## config.mk

```make
export PLATFORM = sky130hd
export DESIGN_NAME = eic_ext_irq_config
export DESIGN_NICKNAME = d
export VERILOG_FILES = /design/src/eic_pkg.sv /design/src/eic_ext_irq_config.sv
export SDC_FILE = /design/constraint.sdc
export NUM_CORES = 1
export LEC_CHECK = 0
export BUFFER_PORTS_ARGS = -buffer_cell sky130_fd_sc_hd__buf_2
export CAP_MARGIN = 10
export CORE_MARGIN = 2
export CORE_UTILIZATION = 30
export DETAILED_ROUTE_END_ITERATION = 6
export PLACE_DENSITY = 0.48
export SKIP_LAST_GASP = 1
export SYNTH_ARGS = -nofsm -noshare
export SYNTH_HDL_FRONTEND = slang
export SYNTH_SLANG_ARGS = --single-unit
```

## constraint.sdc

```tcl
create_clock -name clk -period 1.9 [get_ports clk]
set_input_delay 0.285 -clock clk [delete_from_list [all_inputs] [get_ports clk]]
set_output_delay 0.285 -clock clk [all_outputs]
set_load 0.05 [all_outputs]
```

## src/eic_pkg.sv

```systemverilog
// constants for the external interrupt configuration and priority block
package eic_pkg;

    // ==========================================================
    // register addresses on the special function register port
    localparam logic [7:0] EIC_PIN_CFG_ADDR = 8'he4;
    localparam logic [7:0] EIC_PRIO_TWO_ADDR = 8'hf7;
    localparam logic [7:0] EIC_TIMER_CTRL_ADDR = 8'h88;

    // ==========================================================
    // reset values and write masks
    localparam logic [7:0] EIC_PIN_CFG_RESET = 8'h01;
    localparam logic [7:0] EIC_PRIO_TWO_RESET = 8'h00;
    localparam logic [7:0] EIC_PRIO_TWO_WMASK = 8'h3f;
    localparam logic [7:0] EIC_ZERO_BYTE = 8'h00;
    // port pins idle high on their pull-ups
    localparam logic [7:0] EIC_PIN_IDLE = 8'hff;

    // ==========================================================
    // priority register field positions
    localparam int EIC_TIMER5_BIT = 5;
    localparam int EIC_TIMER4_BIT = 4;
    localparam int EIC_SMBUS_BIT = 3;
    localparam int EIC_SERIAL_BIT = 1;
    localparam int EIC_LEVEL_BIT = 0;

    // ==========================================================
    // pin configuration field positions
    localparam int EIC_B_POL_BIT = 7;
    localparam int EIC_B_SEL_LSB = 4;
    localparam int EIC_A_POL_BIT = 3;
    localparam int EIC_A_SEL_LSB = 0;
    localparam int EIC_SEL_WIDTH = 3;

    // ==========================================================
    // timer control bits owned by this block
    localparam int EIC_TRIG_A_BIT = 0;
    localparam int EIC_PEND_A_BIT = 1;
    localparam int EIC_TRIG_B_BIT = 2;
    localparam int EIC_PEND_B_BIT = 3;

    // ==========================================================
    // whole state of the block
    typedef struct packed {
        logic [7:0] syncFirst;
        logic [7:0] syncSecond;
        logic [7:0] pinCfg;
        logic [7:0] prioTwo;
        logic trigA;
        logic trigB;
        logic pendA;
        logic pendB;
        logic prevA;
        logic prevB;
        logic levelReq;
        logic [7:0] readData;
    } eic_state_type;

endpackage : eic_pkg

```

## src/eic_ext_irq_config.sv

```systemverilog
// external interrupt pin configuration, pending flags and second priority register
`timescale 1ns/100ps

// What this block does
// - priority bits five and four: timers five, four
// - priority bit three: second smbus interrupt
// - priority bit one: second serial port
// - priority bit zero: level interrupt c
// - bits seven, six read zero; reset zero
// - trigger bit one edge, zero level
// - bits seven, three set b, a polarity
// - three-bit fields pick port zero pin
// - config resets to one; a P0.1, b P0.0
// - pins sampled only, never driven
// - control bits one, three are pending flags
// - edge pending clears on vector
// - level pending follows active input level
// - level interrupt c gated by enable bit
module eic_ext_irq_config (
    input wire logic clk,
    input wire logic resetn,
    input wire logic [7:0] sfrAddr,
    input wire logic sfrWrite,
    input wire logic sfrRead,
    input wire logic [7:0] sfrWriteData,
    output logic [7:0] sfrReadData,
    input wire logic [7:0] port0Pins,
    input wire logic extAVectorAck,
    input wire logic extBVectorAck,
    input wire logic levelIrqEnable,
    input wire logic levelIrqCActive,
    output logic extAPending,
    output logic extBPending,
    output logic extATriggerType,
    output logic extBTriggerType,
    output logic levelIrqCRequest,
    output logic timer5Priority,
    output logic timer4Priority,
    output logic secondSmbusPriority,
    output logic serialOnePriority,
    output logic levelIrqPriority
);

    // ==========================================================
    // state and decode
    eic_pkg::eic_state_type state_reg;
    eic_pkg::eic_state_type state_next;
    logic [2:0] selA;
    logic [2:0] selB;
    logic activeA;
    logic activeB;
    logic edgeA;
    logic edgeB;
    logic wrCfg;
    logic wrPrio;
    logic wrCtrl;

    assign selA = state_reg.pinCfg[eic_pkg::EIC_A_SEL_LSB +: eic_pkg::EIC_SEL_WIDTH];
    assign selB = state_reg.pinCfg[eic_pkg::EIC_B_SEL_LSB +: eic_pkg::EIC_SEL_WIDTH];
    // polarity bit equal to the pin level means active
    assign activeA = state_reg.syncSecond[selA] == state_reg.pinCfg[eic_pkg::EIC_A_POL_BIT];
    assign activeB = state_reg.syncSecond[selB] == state_reg.pinCfg[eic_pkg::EIC_B_POL_BIT];
    assign edgeA = activeA && !state_reg.prevA;
    assign edgeB = activeB && !state_reg.prevB;
    assign wrCfg = sfrWrite && (sfrAddr == eic_pkg::EIC_PIN_CFG_ADDR);
    assign wrPrio = sfrWrite && (sfrAddr == eic_pkg::EIC_PRIO_TWO_ADDR);
    assign wrCtrl = sfrWrite && (sfrAddr == eic_pkg::EIC_TIMER_CTRL_ADDR);

    // ==========================================================
    // next state
    always_comb begin
        state_next = state_reg;
        // pins are only read here; whatever the crossbar routes keeps the pin
        state_next.syncFirst = port0Pins;
        state_next.syncSecond = state_reg.syncFirst;
        state_next.prevA = activeA;
        state_next.prevB = activeB;

        if (wrCfg) begin
            state_next.pinCfg = sfrWriteData;
        end
        if (wrPrio) begin
            // bit two is kept as plain storage, bits seven and six drop
            state_next.prioTwo = sfrWriteData & eic_pkg::EIC_PRIO_TWO_WMASK;
        end
        if (wrCtrl) begin
            state_next.trigA = sfrWriteData[eic_pkg::EIC_TRIG_A_BIT];
            state_next.trigB = sfrWriteData[eic_pkg::EIC_TRIG_B_BIT];
            state_next.pendA = sfrWriteData[eic_pkg::EIC_PEND_A_BIT];
            state_next.pendB = sfrWriteData[eic_pkg::EIC_PEND_B_BIT];
        end

        // channel a: clear by vector or write first, a new edge wins over both
        if (state_reg.trigA) begin
            if (extAVectorAck) begin
                state_next.pendA = 1'b0;
            end
            if (edgeA) begin
                state_next.pendA = 1'b1;
            end
        end else begin
            // level mode tracks the pin; a software write is overridden
            state_next.pendA = activeA;
        end

        if (state_reg.trigB) begin
            if (extBVectorAck) begin
                state_next.pendB = 1'b0;
            end
            if (edgeB) begin
                state_next.pendB = 1'b1;
            end
        end else begin
            state_next.pendB = activeB;
        end

        state_next.levelReq = levelIrqEnable && levelIrqCActive;

        if (sfrRead) begin
            unique case (sfrAddr)
                eic_pkg::EIC_PIN_CFG_ADDR: begin
                    state_next.readData = state_reg.pinCfg;
                end
                eic_pkg::EIC_PRIO_TWO_ADDR: begin
                    state_next.readData = state_reg.prioTwo & eic_pkg::EIC_PRIO_TWO_WMASK;
                end
                eic_pkg::EIC_TIMER_CTRL_ADDR: begin
                    // upper control bits belong to the timers and read zero here
                    state_next.readData = {4'h0, state_reg.pendB, state_reg.trigB,
                                           state_reg.pendA, state_reg.trigA};
                end
                default: begin
                    state_next.readData = eic_pkg::EIC_ZERO_BYTE;
                end
            endcase
        end
    end

    // ==========================================================
    // state register
    always_ff @(posedge clk or negedge resetn) begin
        if (!resetn) begin
            // synchroniser starts at the idle pin level, else active-low inputs pend falsely after reset
            state_reg <= '{syncFirst: eic_pkg::EIC_PIN_IDLE,
                           syncSecond: eic_pkg::EIC_PIN_IDLE,
                           pinCfg: eic_pkg::EIC_PIN_CFG_RESET,
                           prioTwo: eic_pkg::EIC_PRIO_TWO_RESET,
                           trigA: 1'b0,
                           trigB: 1'b0,
                           pendA: 1'b0,
                           pendB: 1'b0,
                           prevA: 1'b0,
                           prevB: 1'b0,
                           levelReq: 1'b0,
                           readData: eic_pkg::EIC_ZERO_BYTE};
        end else begin
            state_reg <= state_next;
        end
    end

    // ==========================================================
    // outputs
    assign sfrReadData = state_reg.readData;
    assign extAPending = state_reg.pendA;
    assign extBPending = state_reg.pendB;
    assign extATriggerType = state_reg.trigA;
    assign extBTriggerType = state_reg.trigB;
    assign levelIrqCRequest = state_reg.levelReq;
    assign timer5Priority = state_reg.prioTwo[eic_pkg::EIC_TIMER5_BIT];
    assign timer4Priority = state_reg.prioTwo[eic_pkg::EIC_TIMER4_BIT];
    assign secondSmbusPriority = state_reg.prioTwo[eic_pkg::EIC_SMBUS_BIT];
    assign serialOnePriority = state_reg.prioTwo[eic_pkg::EIC_SERIAL_BIT];
    assign levelIrqPriority = state_reg.prioTwo[eic_pkg::EIC_LEVEL_BIT];

    // ==========================================================
    // assertions
    a_prio_timers:
    assert property (@(posedge clk) disable iff (!resetn)
        wrPrio |=> (timer5Priority == $past(sfrWriteData[5])) && (timer4Priority == $past(sfrWriteData[4])))
    else $error("timer priority bits did not follow the write");

    a_prio_smbus:
    assert property (@(posedge clk) disable iff (!resetn)
        wrPrio ##1 !wrPrio[*2] |-> secondSmbusPriority == $past(sfrWriteData[3], 2))
    else $error("smbus priority bit lost its written value");

    a_prio_serial:
    assert property (@(posedge clk) disable iff (!resetn)
        wrPrio |=> serialOnePriority == $past(sfrWriteData[1]))
    else $error("serial priority bit did not follow the write");

    a_prio_level:
    assert property (@(posedge clk) disable iff (!resetn)
        !wrPrio |=> $stable(levelIrqPriority))
    else $error("level priority bit changed without a write");

    a_reserved_zero:
    assert property (@(posedge clk) disable iff (!resetn)
        sfrRead && (sfrAddr == eic_pkg::EIC_PRIO_TWO_ADDR) |=> sfrReadData[7:6] == 2'b00)
    else $error("unused priority bits read as nonzero");

    a_level_follow:
    assert property (@(posedge clk) disable iff (!resetn)
        !state_reg.trigA |=> extAPending == $past(activeA))
    else $error("level pending flag does not track the input");

    a_edge_clear:
    assert property (@(posedge clk) disable iff (!resetn)
        state_reg.trigB && extBVectorAck && !edgeB && !wrCtrl |=> !extBPending)
    else $error("edge pending flag not cleared on vector");

    a_edge_set:
    assert property (@(posedge clk) disable iff (!resetn)
        state_reg.trigA && edgeA |=> extAPending)
    else $error("edge pending flag missed an activation");

    a_sync_depth:
    assert property (@(posedge clk) disable iff (!resetn)
        $past(resetn, 2) |-> state_reg.syncSecond == $past(port0Pins, 2))
    else $error("pin synchroniser is not two stages deep");

    a_level_gate:
    assert property (@(posedge clk) disable iff (!resetn)
        !levelIrqEnable |=> !levelIrqCRequest)
    else $error("level interrupt c requested while disabled");

    a_level_gate_on:
    assert property (@(posedge clk) disable iff (!resetn)
        levelIrqEnable && levelIrqCActive |=> levelIrqCRequest)
    else $error("level interrupt c missing while enabled and active");

    a_level_follow_b:
    assert property (@(posedge clk) disable iff (!resetn)
        !state_reg.trigB |=> extBPending == $past(activeB))
    else $error("level pending flag b does not track the input");

    a_edge_set_b:
    assert property (@(posedge clk) disable iff (!resetn)
        state_reg.trigB && edgeB |=> extBPending)
    else $error("edge pending flag b missed an activation");

    a_edge_clear_a:
    assert property (@(posedge clk) disable iff (!resetn)
        state_reg.trigA && extAVectorAck && !edgeA && !wrCtrl |=> !extAPending)
    else $error("edge pending flag a not cleared on vector");

    a_edge_hold_a:
    assert property (@(posedge clk) disable iff (!resetn)
        state_reg.trigA && extAPending && !extAVectorAck && !wrCtrl |=> extAPending)
    else $error("edge pending flag a dropped without a vector");

    a_edge_hold_b:
    assert property (@(posedge clk) disable iff (!resetn)
        state_reg.trigB && extBPending && !extBVectorAck && !wrCtrl |=> extBPending)
    else $error("edge pending flag b dropped without a vector");

    a_active_high_a:
    assert property (@(posedge clk) disable iff (!resetn)
        !state_reg.trigA && state_reg.pinCfg[eic_pkg::EIC_A_POL_BIT] && state_reg.syncSecond[selA] |=> extAPending)
    else $error("active high input a not seen as pending");

    a_active_low_a:
    assert property (@(posedge clk) disable iff (!resetn)
        !state_reg.trigA && !state_reg.pinCfg[eic_pkg::EIC_A_POL_BIT] && !state_reg.syncSecond[selA] |=> extAPending)
    else $error("active low input a not seen as pending");

    a_active_high_b:
    assert property (@(posedge clk) disable iff (!resetn)
        !state_reg.trigB && state_reg.pinCfg[eic_pkg::EIC_B_POL_BIT] && state_reg.syncSecond[selB] |=> extBPending)
    else $error("active high input b not seen as pending");

    a_active_low_b:
    assert property (@(posedge clk) disable iff (!resetn)
        !state_reg.trigB && !state_reg.pinCfg[eic_pkg::EIC_B_POL_BIT] && !state_reg.syncSecond[selB] |=> extBPending)
    else $error("active low input b not seen as pending");

    a_cfg_write:
    assert property (@(posedge clk) disable iff (!resetn)
        wrCfg |=> state_reg.pinCfg == $past(sfrWriteData))
    else $error("pin configuration did not take the write");

    a_cfg_stable:
    assert property (@(posedge clk) disable iff (!resetn)
        !wrCfg |=> $stable(state_reg.pinCfg))
    else $error("pin configuration changed without a write");

    a_read_cfg:
    assert property (@(posedge clk) disable iff (!resetn)
        sfrRead && (sfrAddr == eic_pkg::EIC_PIN_CFG_ADDR) |=> sfrReadData == $past(state_reg.pinCfg))
    else $error("pin configuration read back wrong");

    a_read_ctrl:
    assert property (@(posedge clk) disable iff (!resetn)
        sfrRead && (sfrAddr == eic_pkg::EIC_TIMER_CTRL_ADDR) |=> sfrReadData == {4'h0, $past(extBPending),
            $past(extBTriggerType), $past(extAPending), $past(extATriggerType)})
    else $error("control bits read back wrong");

    a_read_hold:
    assert property (@(posedge clk) disable iff (!resetn)
        !sfrRead |=> $stable(sfrReadData))
    else $error("read data changed without a read");

    a_prio_reserved:
    assert property (@(posedge clk) disable iff (!resetn)
        (state_reg.prioTwo & ~eic_pkg::EIC_PRIO_TWO_WMASK) == eic_pkg::EIC_ZERO_BYTE)
    else $error("unused priority bits hold a one");

    a_trig_write:
    assert property (@(posedge clk) disable iff (!resetn)
        wrCtrl |=> (extATriggerType == $past(sfrWriteData[eic_pkg::EIC_TRIG_A_BIT]))
            && (extBTriggerType == $past(sfrWriteData[eic_pkg::EIC_TRIG_B_BIT])))
    else $error("trigger type bits did not take the write");

endmodule : eic_ext_irq_config

```

# ---- Yosys cells after proc, flatten, opt, wreduce, memory -nomap -nowiden
# Index checks and enable logic that the tools add are counted.
dict set report op_classes {
  magnitude_cmp 2
  eq_ne 7
  mux 12
  reduce_logical 8
}
# op n
set ops {}
lappend ops {{8-bit equality test (second input constant)} 3}
lappend ops {{8-bit case mux with 3 select lines} 1}
lappend ops {{3-bit by 4-bit < comparator with 1-bit output (second input constant)} 2}
lappend ops {{1-bit two-way mux} 8}
lappend ops {{4-bit by 2-bit inequality test with 1-bit output (second input constant)} 2}
lappend ops {{1-bit binary-select mux with 3-bit select} 2}
lappend ops {{1-bit logical AND} 6}
lappend ops {{1-bit equality test} 2}
lappend ops {{1-bit logical NOT} 2}
lappend ops {{2-bit two-way mux} 1}
dict set report totals {
  register_bits 45
  input_bits 32
  output_inout_bits 18
  wordCells 41
}

# ---- Logic depth before layout (Yosys ltp)
# Gate-level depths: netlist of run 1.
dict set report depth {
  ltp_word 6
  depth_mapped 5
}

# ---- Least setup slack after synthesis of run 1
# No wires, ideal clock.
dict set report synth_path {
  path_type {input port to flip-flop}
  startpoint {input port sfrAddr[6]}
  endpoint {register state_reg (netlist bit extAPending)}
  t_arrival_ps 1695
  required_ps 1778
  path_slack_ps 83
  cell_stages 4
  n_path_buf 0
  path_cell_list {or4_1 -> or3_4 -> mux2_4 -> a32o_1}
}
dict set report synth_via {
  elab_chain_len 3
}
# item line
set synth_lines {}
lappend synth_lines {{from (decl)} eic_ext_irq_config.sv:22} ;# input wire logic [7:0] sfrAddr,
lappend synth_lines {{8-bit equality test} eic_ext_irq_config.sv:67} ;# assign wrCtrl = sfrWrite && (sfrAddr == eic_pkg::EIC_TIMER_CTRL_ADDR);
lappend synth_lines {{1-bit logical AND} eic_ext_irq_config.sv:67}
lappend synth_lines {{4-bit by 2-bit inequality test with 1-bit output (no line)} -}
lappend synth_lines {{to (signal assigned)} eic_ext_irq_config.sv:144} ;# state_reg <= '{syncFirst: eic_pkg::EIC_PIN_IDLE,
lappend synth_lines {{to (signal assigned)} eic_ext_irq_config.sv:157} ;# state_reg <= state_next;
lappend synth_lines {{to (decl)} eic_ext_irq_config.sv:46} ;# eic_pkg::eic_state_type state_reg;
# Every way passes these cells.
# A chain may end at the register's enable or synchronous reset.

# ---- Worst setup path after layout of run 1
dict set report layout_path {
  startpoint {input port sfrAddr[6]}
  endpoint {register state_reg (netlist bit extBPending)}
}
# The elaborated chain is that of the path after synthesis.

==> results of run 1 <==
worst reg2reg max path: stages, from the launching register on:
cell and delay, ns:
dfrtp_1 0.45, mux4_2 0.52, mux2i_1 0.18, xor2_1 0.26
a32o_1 0.17
kinds of logic after synthesis:
group	Yosys count	share of synthesized area, %
and+or+nand+nor	21	6.77
AOI/OAI and AO/OA	21	9.30
muxes	25	17.5
buffers and inverters	15	4.58
DFF	45	60.9
xor gates and xnor gates	2	0.930
path summary, 6_finish.rpt:
kind	from	to	cells after the start
setup / recovery	sfrAddr[6]	extBPending	5
hold / removal	resetn	sfrReadData[2]	2
setup reg to reg	selB[0]	extBPending	4
hold reg to reg	state_next[35]	state_reg[35]	0
max in group asynchronous	resetn	state_reg[32]	2
min in group clk	port0Pins[0]	state_next[31]	1
layer usage:
metal	part of all wire, %	global-route usage, %	wire, um	vias to the layer above
met3	6.4	3.98	242	7
met1	41	13.4	1550	623
met2	51	19.8	1940	41
met4	1.4	4.02	53	0
li1	-	-	-	583
met5	0	0	0	-
through the flow:
stage	hold slack, ns	utilization [%]
after CTS	0.0702	38.9
after detailed placement	0.347	37.2
after global routing	0.0735	38.9
after floorplan	-0.0106	-
final	0.0476	38.9
after global placement	0.347	37.2
Yosys cell counts (2+ instances only):
| library cell | number |
|---|---|
| nand2_1 | 7 |
| dfrtp_1 | 28 |
| mux2i_1 | 3 |
| mux4_2 | 4 |
| a22o_1 | 3 |
| a32oi_1 | 2 |
| a22oi_1 | 6 |
| a32o_1 | 2 |
| and2_1 | 2 |
| buf_4 | 8 |
| xor2_1 | 2 |
| dfstp_2 | 17 |
| nor3b_1 | 2 |
| o2bb2ai_1 | 7 |
| inv_1 | 5 |
| nand3_1 | 2 |
| mux2_2 | 16 |
| mux2_4 | 2 |
layout make-up:
| class | count | share of cell area, % |
|---|---|---|
| Timing Repair Buffer | 58 | 13.4 |
| Clock buffer | 7 | 4.14 |
| Inverter | 6 | 0.967 |
| Clock inverter | 1 | 0.215 |
| Tap cell | 75 | 4.03 |
| Sequential cell | 45 | 49.3 |
| Multi-Input combinational cell | 69 | 27.9 |
power by group through the flow:
stage,registers [mW],clock network [mW],logic [mW]
2_1_floorplan,1.12,0,0.0721
3_3_place_gp,1.07,0,0.222
3_5_place_dp,1.07,0,0.224
4_1_cts,1.05,0.652,0.225
5_1_grt,1.06,0.696,0.239
6_report,1.05,0.622,0.220
==> results.toml, run 1 <==
[timing]
fmax_mhz = 601
rsz0062_at_grt = "false"
worst_pin_slew_ns = 0.540
relSlewSlack_pct = 64.0
period_needed_ns = 1.66
setup_ws_ns = 0.237
tns_ns = 0
fin_worst_skew_ns = 0.0104
fin_crit_sh_pct = 87.5
finalMaxSlewViolations = 0
hold_viol = 0
setup_viol = 0

[worst_setup_path]
cp-start-kind = "input port"
r2r_slack_ns = 0.26
cp_top_family = "simple AND/OR/NAND/NOR gates"
path_max_fanout = 4
worstPathCellList = "buf_2, or4_1, or3_4, mux2_4, a32o_1"
critPathCaptureType = "flop"
worst_ep_required_time_ns = 2.09
worstSetupPathType = "input port to flop"
slowest_stage = "or4_1"
slowest_delay_ns = 0.52
crit_arrival_ns = 1.85
path_buf_inv = 1

[cells_and_area]
final_cell_mix = "buf_2, dfrtp_1, dfstp_2"
multiInputGateArea_sq_um = 651
layout-drive-gt1-share_pct = 57.5
layout.cells.non_filler = 261
fillCellCount = 579
fin_area_sq_mm = 0.00233
n_antenna_cell = 0
largest_reg_flops = 13
fin_nets = 217
final_common_cell = "buf_2"
area_growth_pct = 23.6
regArea_sq_mm = 0.00115

[power_and_ir_drop]
power.net_switching_uw = 455
vdd_drop_max_mv = 0.329
seq_power_share_pct = 55.6
power.total_mw = 1.90
p_sw_share_pct = 24.0
power_density_mw_per_mm2 = 814
combPwrFrac_pct = 11.6
p_leak_nw = 1.10
p_int_mw = 1.44
clock_power_share_pct = 32.8

[job]
cap_violations = 0

[clock_network]
hold_buffers = 0
post_cts_resized = 0
htree_levels = 2
cts_buffers = 5
numClockSinks = 45
clk_pin_slew_ns = 0.08
cts_tree = "yes"
post-cts-setup-buffers = 0
clkLatencyLatePin_ns = 0.29
cts_buffer_depth = 2
cts_root_buf = "clkbuf_8"

[global_route]
antenna_found_initial = 0
grt_max_degree = 46
grt_pass1_vias = 1304
grt_pass1_wl_um = 6400
track_usage_pct = 11.5
grt_overflow = 0

[placement]
placed_cells = 253
hpwl_um = 2930
gp_congestion = 0.835
port_buffers = 49
post_dp_cell_area_sq_mm = 0.00223
pre_cts_ws_ns = -0.0728

[routing]
drcViolationCount = 0
vias = 1254
post_drt_via_cell_ratio = 4.80
drt-pass1-iter-count = 4
antenna_left = 0
drt_wl_total_um = 3790
drt_iter0_drc = 41
post_drt_wl_per_cell_um = 14.5

[die]
die-width_um = 83.3
design.core.area_sq_mm = 0.00599
die-area_sq_mm = 0.00693
start_util_pct = 31.5
die_y_um = 83.3
io-pin-count = 50
fp-row-count = 28

[synth]
synth-main-ff-cell = "dfrtp_1"
synth_warnings = 0
synthCells = 129
syn-cell-area_sq_mm = 0.00188
synth_edf_count = 0
syn_area_per_cell_sq_um = 14.6
synth-seq-area-share_pct = 60.9
synth.top_cell.area_share_pct = 37.2
synth_fp_nets = 161
synth-seq-cells = 45
async_flop_share_pct = 100
yosysUniqueCellTypes = 29
synth.area.top_cells = "dfrtp_1, dfstp_2, mux2_2"
synth_top_cell_by_area = "dfrtp_1"

[min_path]
hold_class = "input port to async pin"

[outcome]
outcome = "complete, no violations"
Power figures use the tool's default switching activity.
==> run 2: changes to the inputs <==
- PLACE_DENSITY: 0.48 -> 0.58
==> run 2 against run 1 <==
Compared with the run above:
- fmax down 0.88%
- first-iteration DRC count grew 88%
- critical path type unchanged
- register-to-register slack better by 0.04 ns
- critical endpoint unchanged
- routed wire length shrank 0.11%
- highest routed layer unchanged
- flip-flop and latch count unchanged
==> results.toml, run 2 (synthesis gave the netlist of run 1 again) <==
[clock_network]
cts_root_buf = "clkbuf_8"
hold_buffers = 1
numClockSinks = 45
clkLatencyLatePin_ns = 0.30
post-cts-setup-buffers = 0
clk_pin_slew_ns = 0.08
cts_buffer_depth = 2
cts_buffers = 5
htree_levels = 2
post_cts_resized = 0
cts_tree = "yes"

[power_and_ir_drop]
seq_power_share_pct = 54.0
vdd_drop_max_mv = 0.374
power.net_switching_uw = 492
p_int_mw = 1.46
p_leak_nw = 1.11
combPwrFrac_pct = 11.6
power_density_mw_per_mm2 = 827
p_sw_share_pct = 25.2
clock_power_share_pct = 34.4

[routing]
antenna_left = 0
drt-pass1-iter-count = 4
post_drt_wl_per_cell_um = 14.4
drt_wl_total_um = 3790
drcViolationCount = 0
post_drt_via_cell_ratio = 4.73
vias = 1240
drt_iter0_drc = 77

[global_route]
grt_use_met3_pct = 3.78
grt_overflow = 0
use_met2_pct = 18.0
grt.busiest_layer = "met2"
antenna_found_initial = 0
track_usage_pct = 11.8
grt_pass1_vias = 1284
grt_max_degree = 25
grt_use_met1_pct = 16.4
grt_pass1_wl_um = 6510

[worst_setup_path]
r2r_start = "selA[1]"
cp-start-kind = "input port"
worstPathCellList = "buf_2, or4_1, or3_4, mux2_4, a32o_1"
startpoint = "sfrAddr[6]"
r2r_cells = 4
cp_top_family = "simple AND/OR/NAND/NOR gates"
slowest_stage = "or4_1"
r2r_end = "extAPending"
crit_arrival_ns = 1.87
worstSetupPathType = "input port to flop"
endpoint = "extBPending"
cp.depth = 5
r2r_slack_ns = 0.30
path_buf_inv = 1
path_max_fanout = 4
slowest_delay_ns = 0.53
worst_ep_required_time_ns = 2.09
critPathCaptureType = "flop"

[die]
io-pin-count = 50
design.core.area_sq_mm = 0.00599
fp-row-count = 28
die_y_um = 83.3
die-width_um = 83.3
start_util_pct = 31.5
die-area_sq_mm = 0.00693

[cells_and_area]
multiInputGateArea_sq_um = 651
layout.cells.non_filler = 262
final_common_cell = "buf_2"
regArea_sq_mm = 0.00115
final_cell_mix = "buf_2, dfrtp_1, dfstp_2"
layout-drive-gt1-share_pct = 57.2
area_growth_pct = 25.2
fin_nets = 218
largest_reg_flops = 13
fin_area_sq_mm = 0.00236
n_antenna_cell = 0
fillCellCount = 585

[placement]
hpwl_um = 2930
placed_cells = 253
port_buffers = 49
post_dp_cell_area_sq_mm = 0.00224
pre_cts_ws_ns = -0.0863
gp_congestion = 0.787

[timing]
period_needed_ns = 1.68
fmax_mhz = 596
setup_viol = 0
setup_ws_ns = 0.223
rsz0062_at_grt = "false"
worst_pin_slew_ns = 0.526
fin_worst_skew_ns = 0.00788
finalMaxSlewViolations = 0
hold_slack_ns = 0.0802
fin_crit_sh_pct = 88.3
relSlewSlack_pct = 64.9
hold_viol = 0

[min_path]
hold_class = "input port to flop"
min_from = "port0Pins[2]"

[outcome]
outcome = "complete, no violations"

[job]
cap_violations = 0
## run 2: worst register-to-register path: cells and delay by family (launching register included)
kind / cells / cell delay (ns)
xor gates and xnor gates: 1 / 0.24
DFF: 1 / 0.45
muxes: 2 / 0.71
AOI/OAI and AO/OA: 1 / 0.16
## run 2: metrics by stage
step	total power, mW	TNS (ns)	utilization (%)
final	1.95	0	39.4
after global routing	2.06	0	39.4
after floorplan	1.19	0	-
after global placement	1.30	-0.126	37.4
after CTS	1.98	0	39.4
after detailed placement	1.30	-0.167	37.4
## run 2: power by group through the flow
stage / sequential (mW) / clock [mW] / combinational, mW
4_1_cts: 1.05 / 0.700 / 0.231
3_3_place_gp: 1.07 / 0 / 0.226
5_1_grt: 1.06 / 0.749 / 0.247
3_5_place_dp: 1.07 / 0 / 0.228
6_report: 1.05 / 0.671 / 0.227
2_1_floorplan: 1.12 / 0 / 0.0721
## run 2: worst min-delay path by stage
stage               depth (start not counted)  slack (ns)        endpoint
floorplan                                   0       -0.01     extAPending
global placement                            1        0.29  sfrReadData[6]
detailed placement                          1        0.30  sfrReadData[7]
CTS                                         1        0.07  state_next[33]
global route                                1        0.06  state_next[31]
finish                                      1        0.08  state_next[33]
## run 2: final cells by class
class | instances | area share [%]
repair buffers | 59 | 14.2
clock buffers | 6 | 3.98
well taps | 75 | 3.98
inverters | 6 | 0.955
clock inverters | 2 | 0.637
flip-flops and latches | 45 | 48.6
multi-input cells | 69 | 27.6
## run 2: layer usage
metal	wire, um	share of wire (%)	up-vias
met5	0	0	-
met4	23	0.61	0
met3	254	6.7	4
met2	1740	46	48
met1	1770	47	604
li1	-	-	584
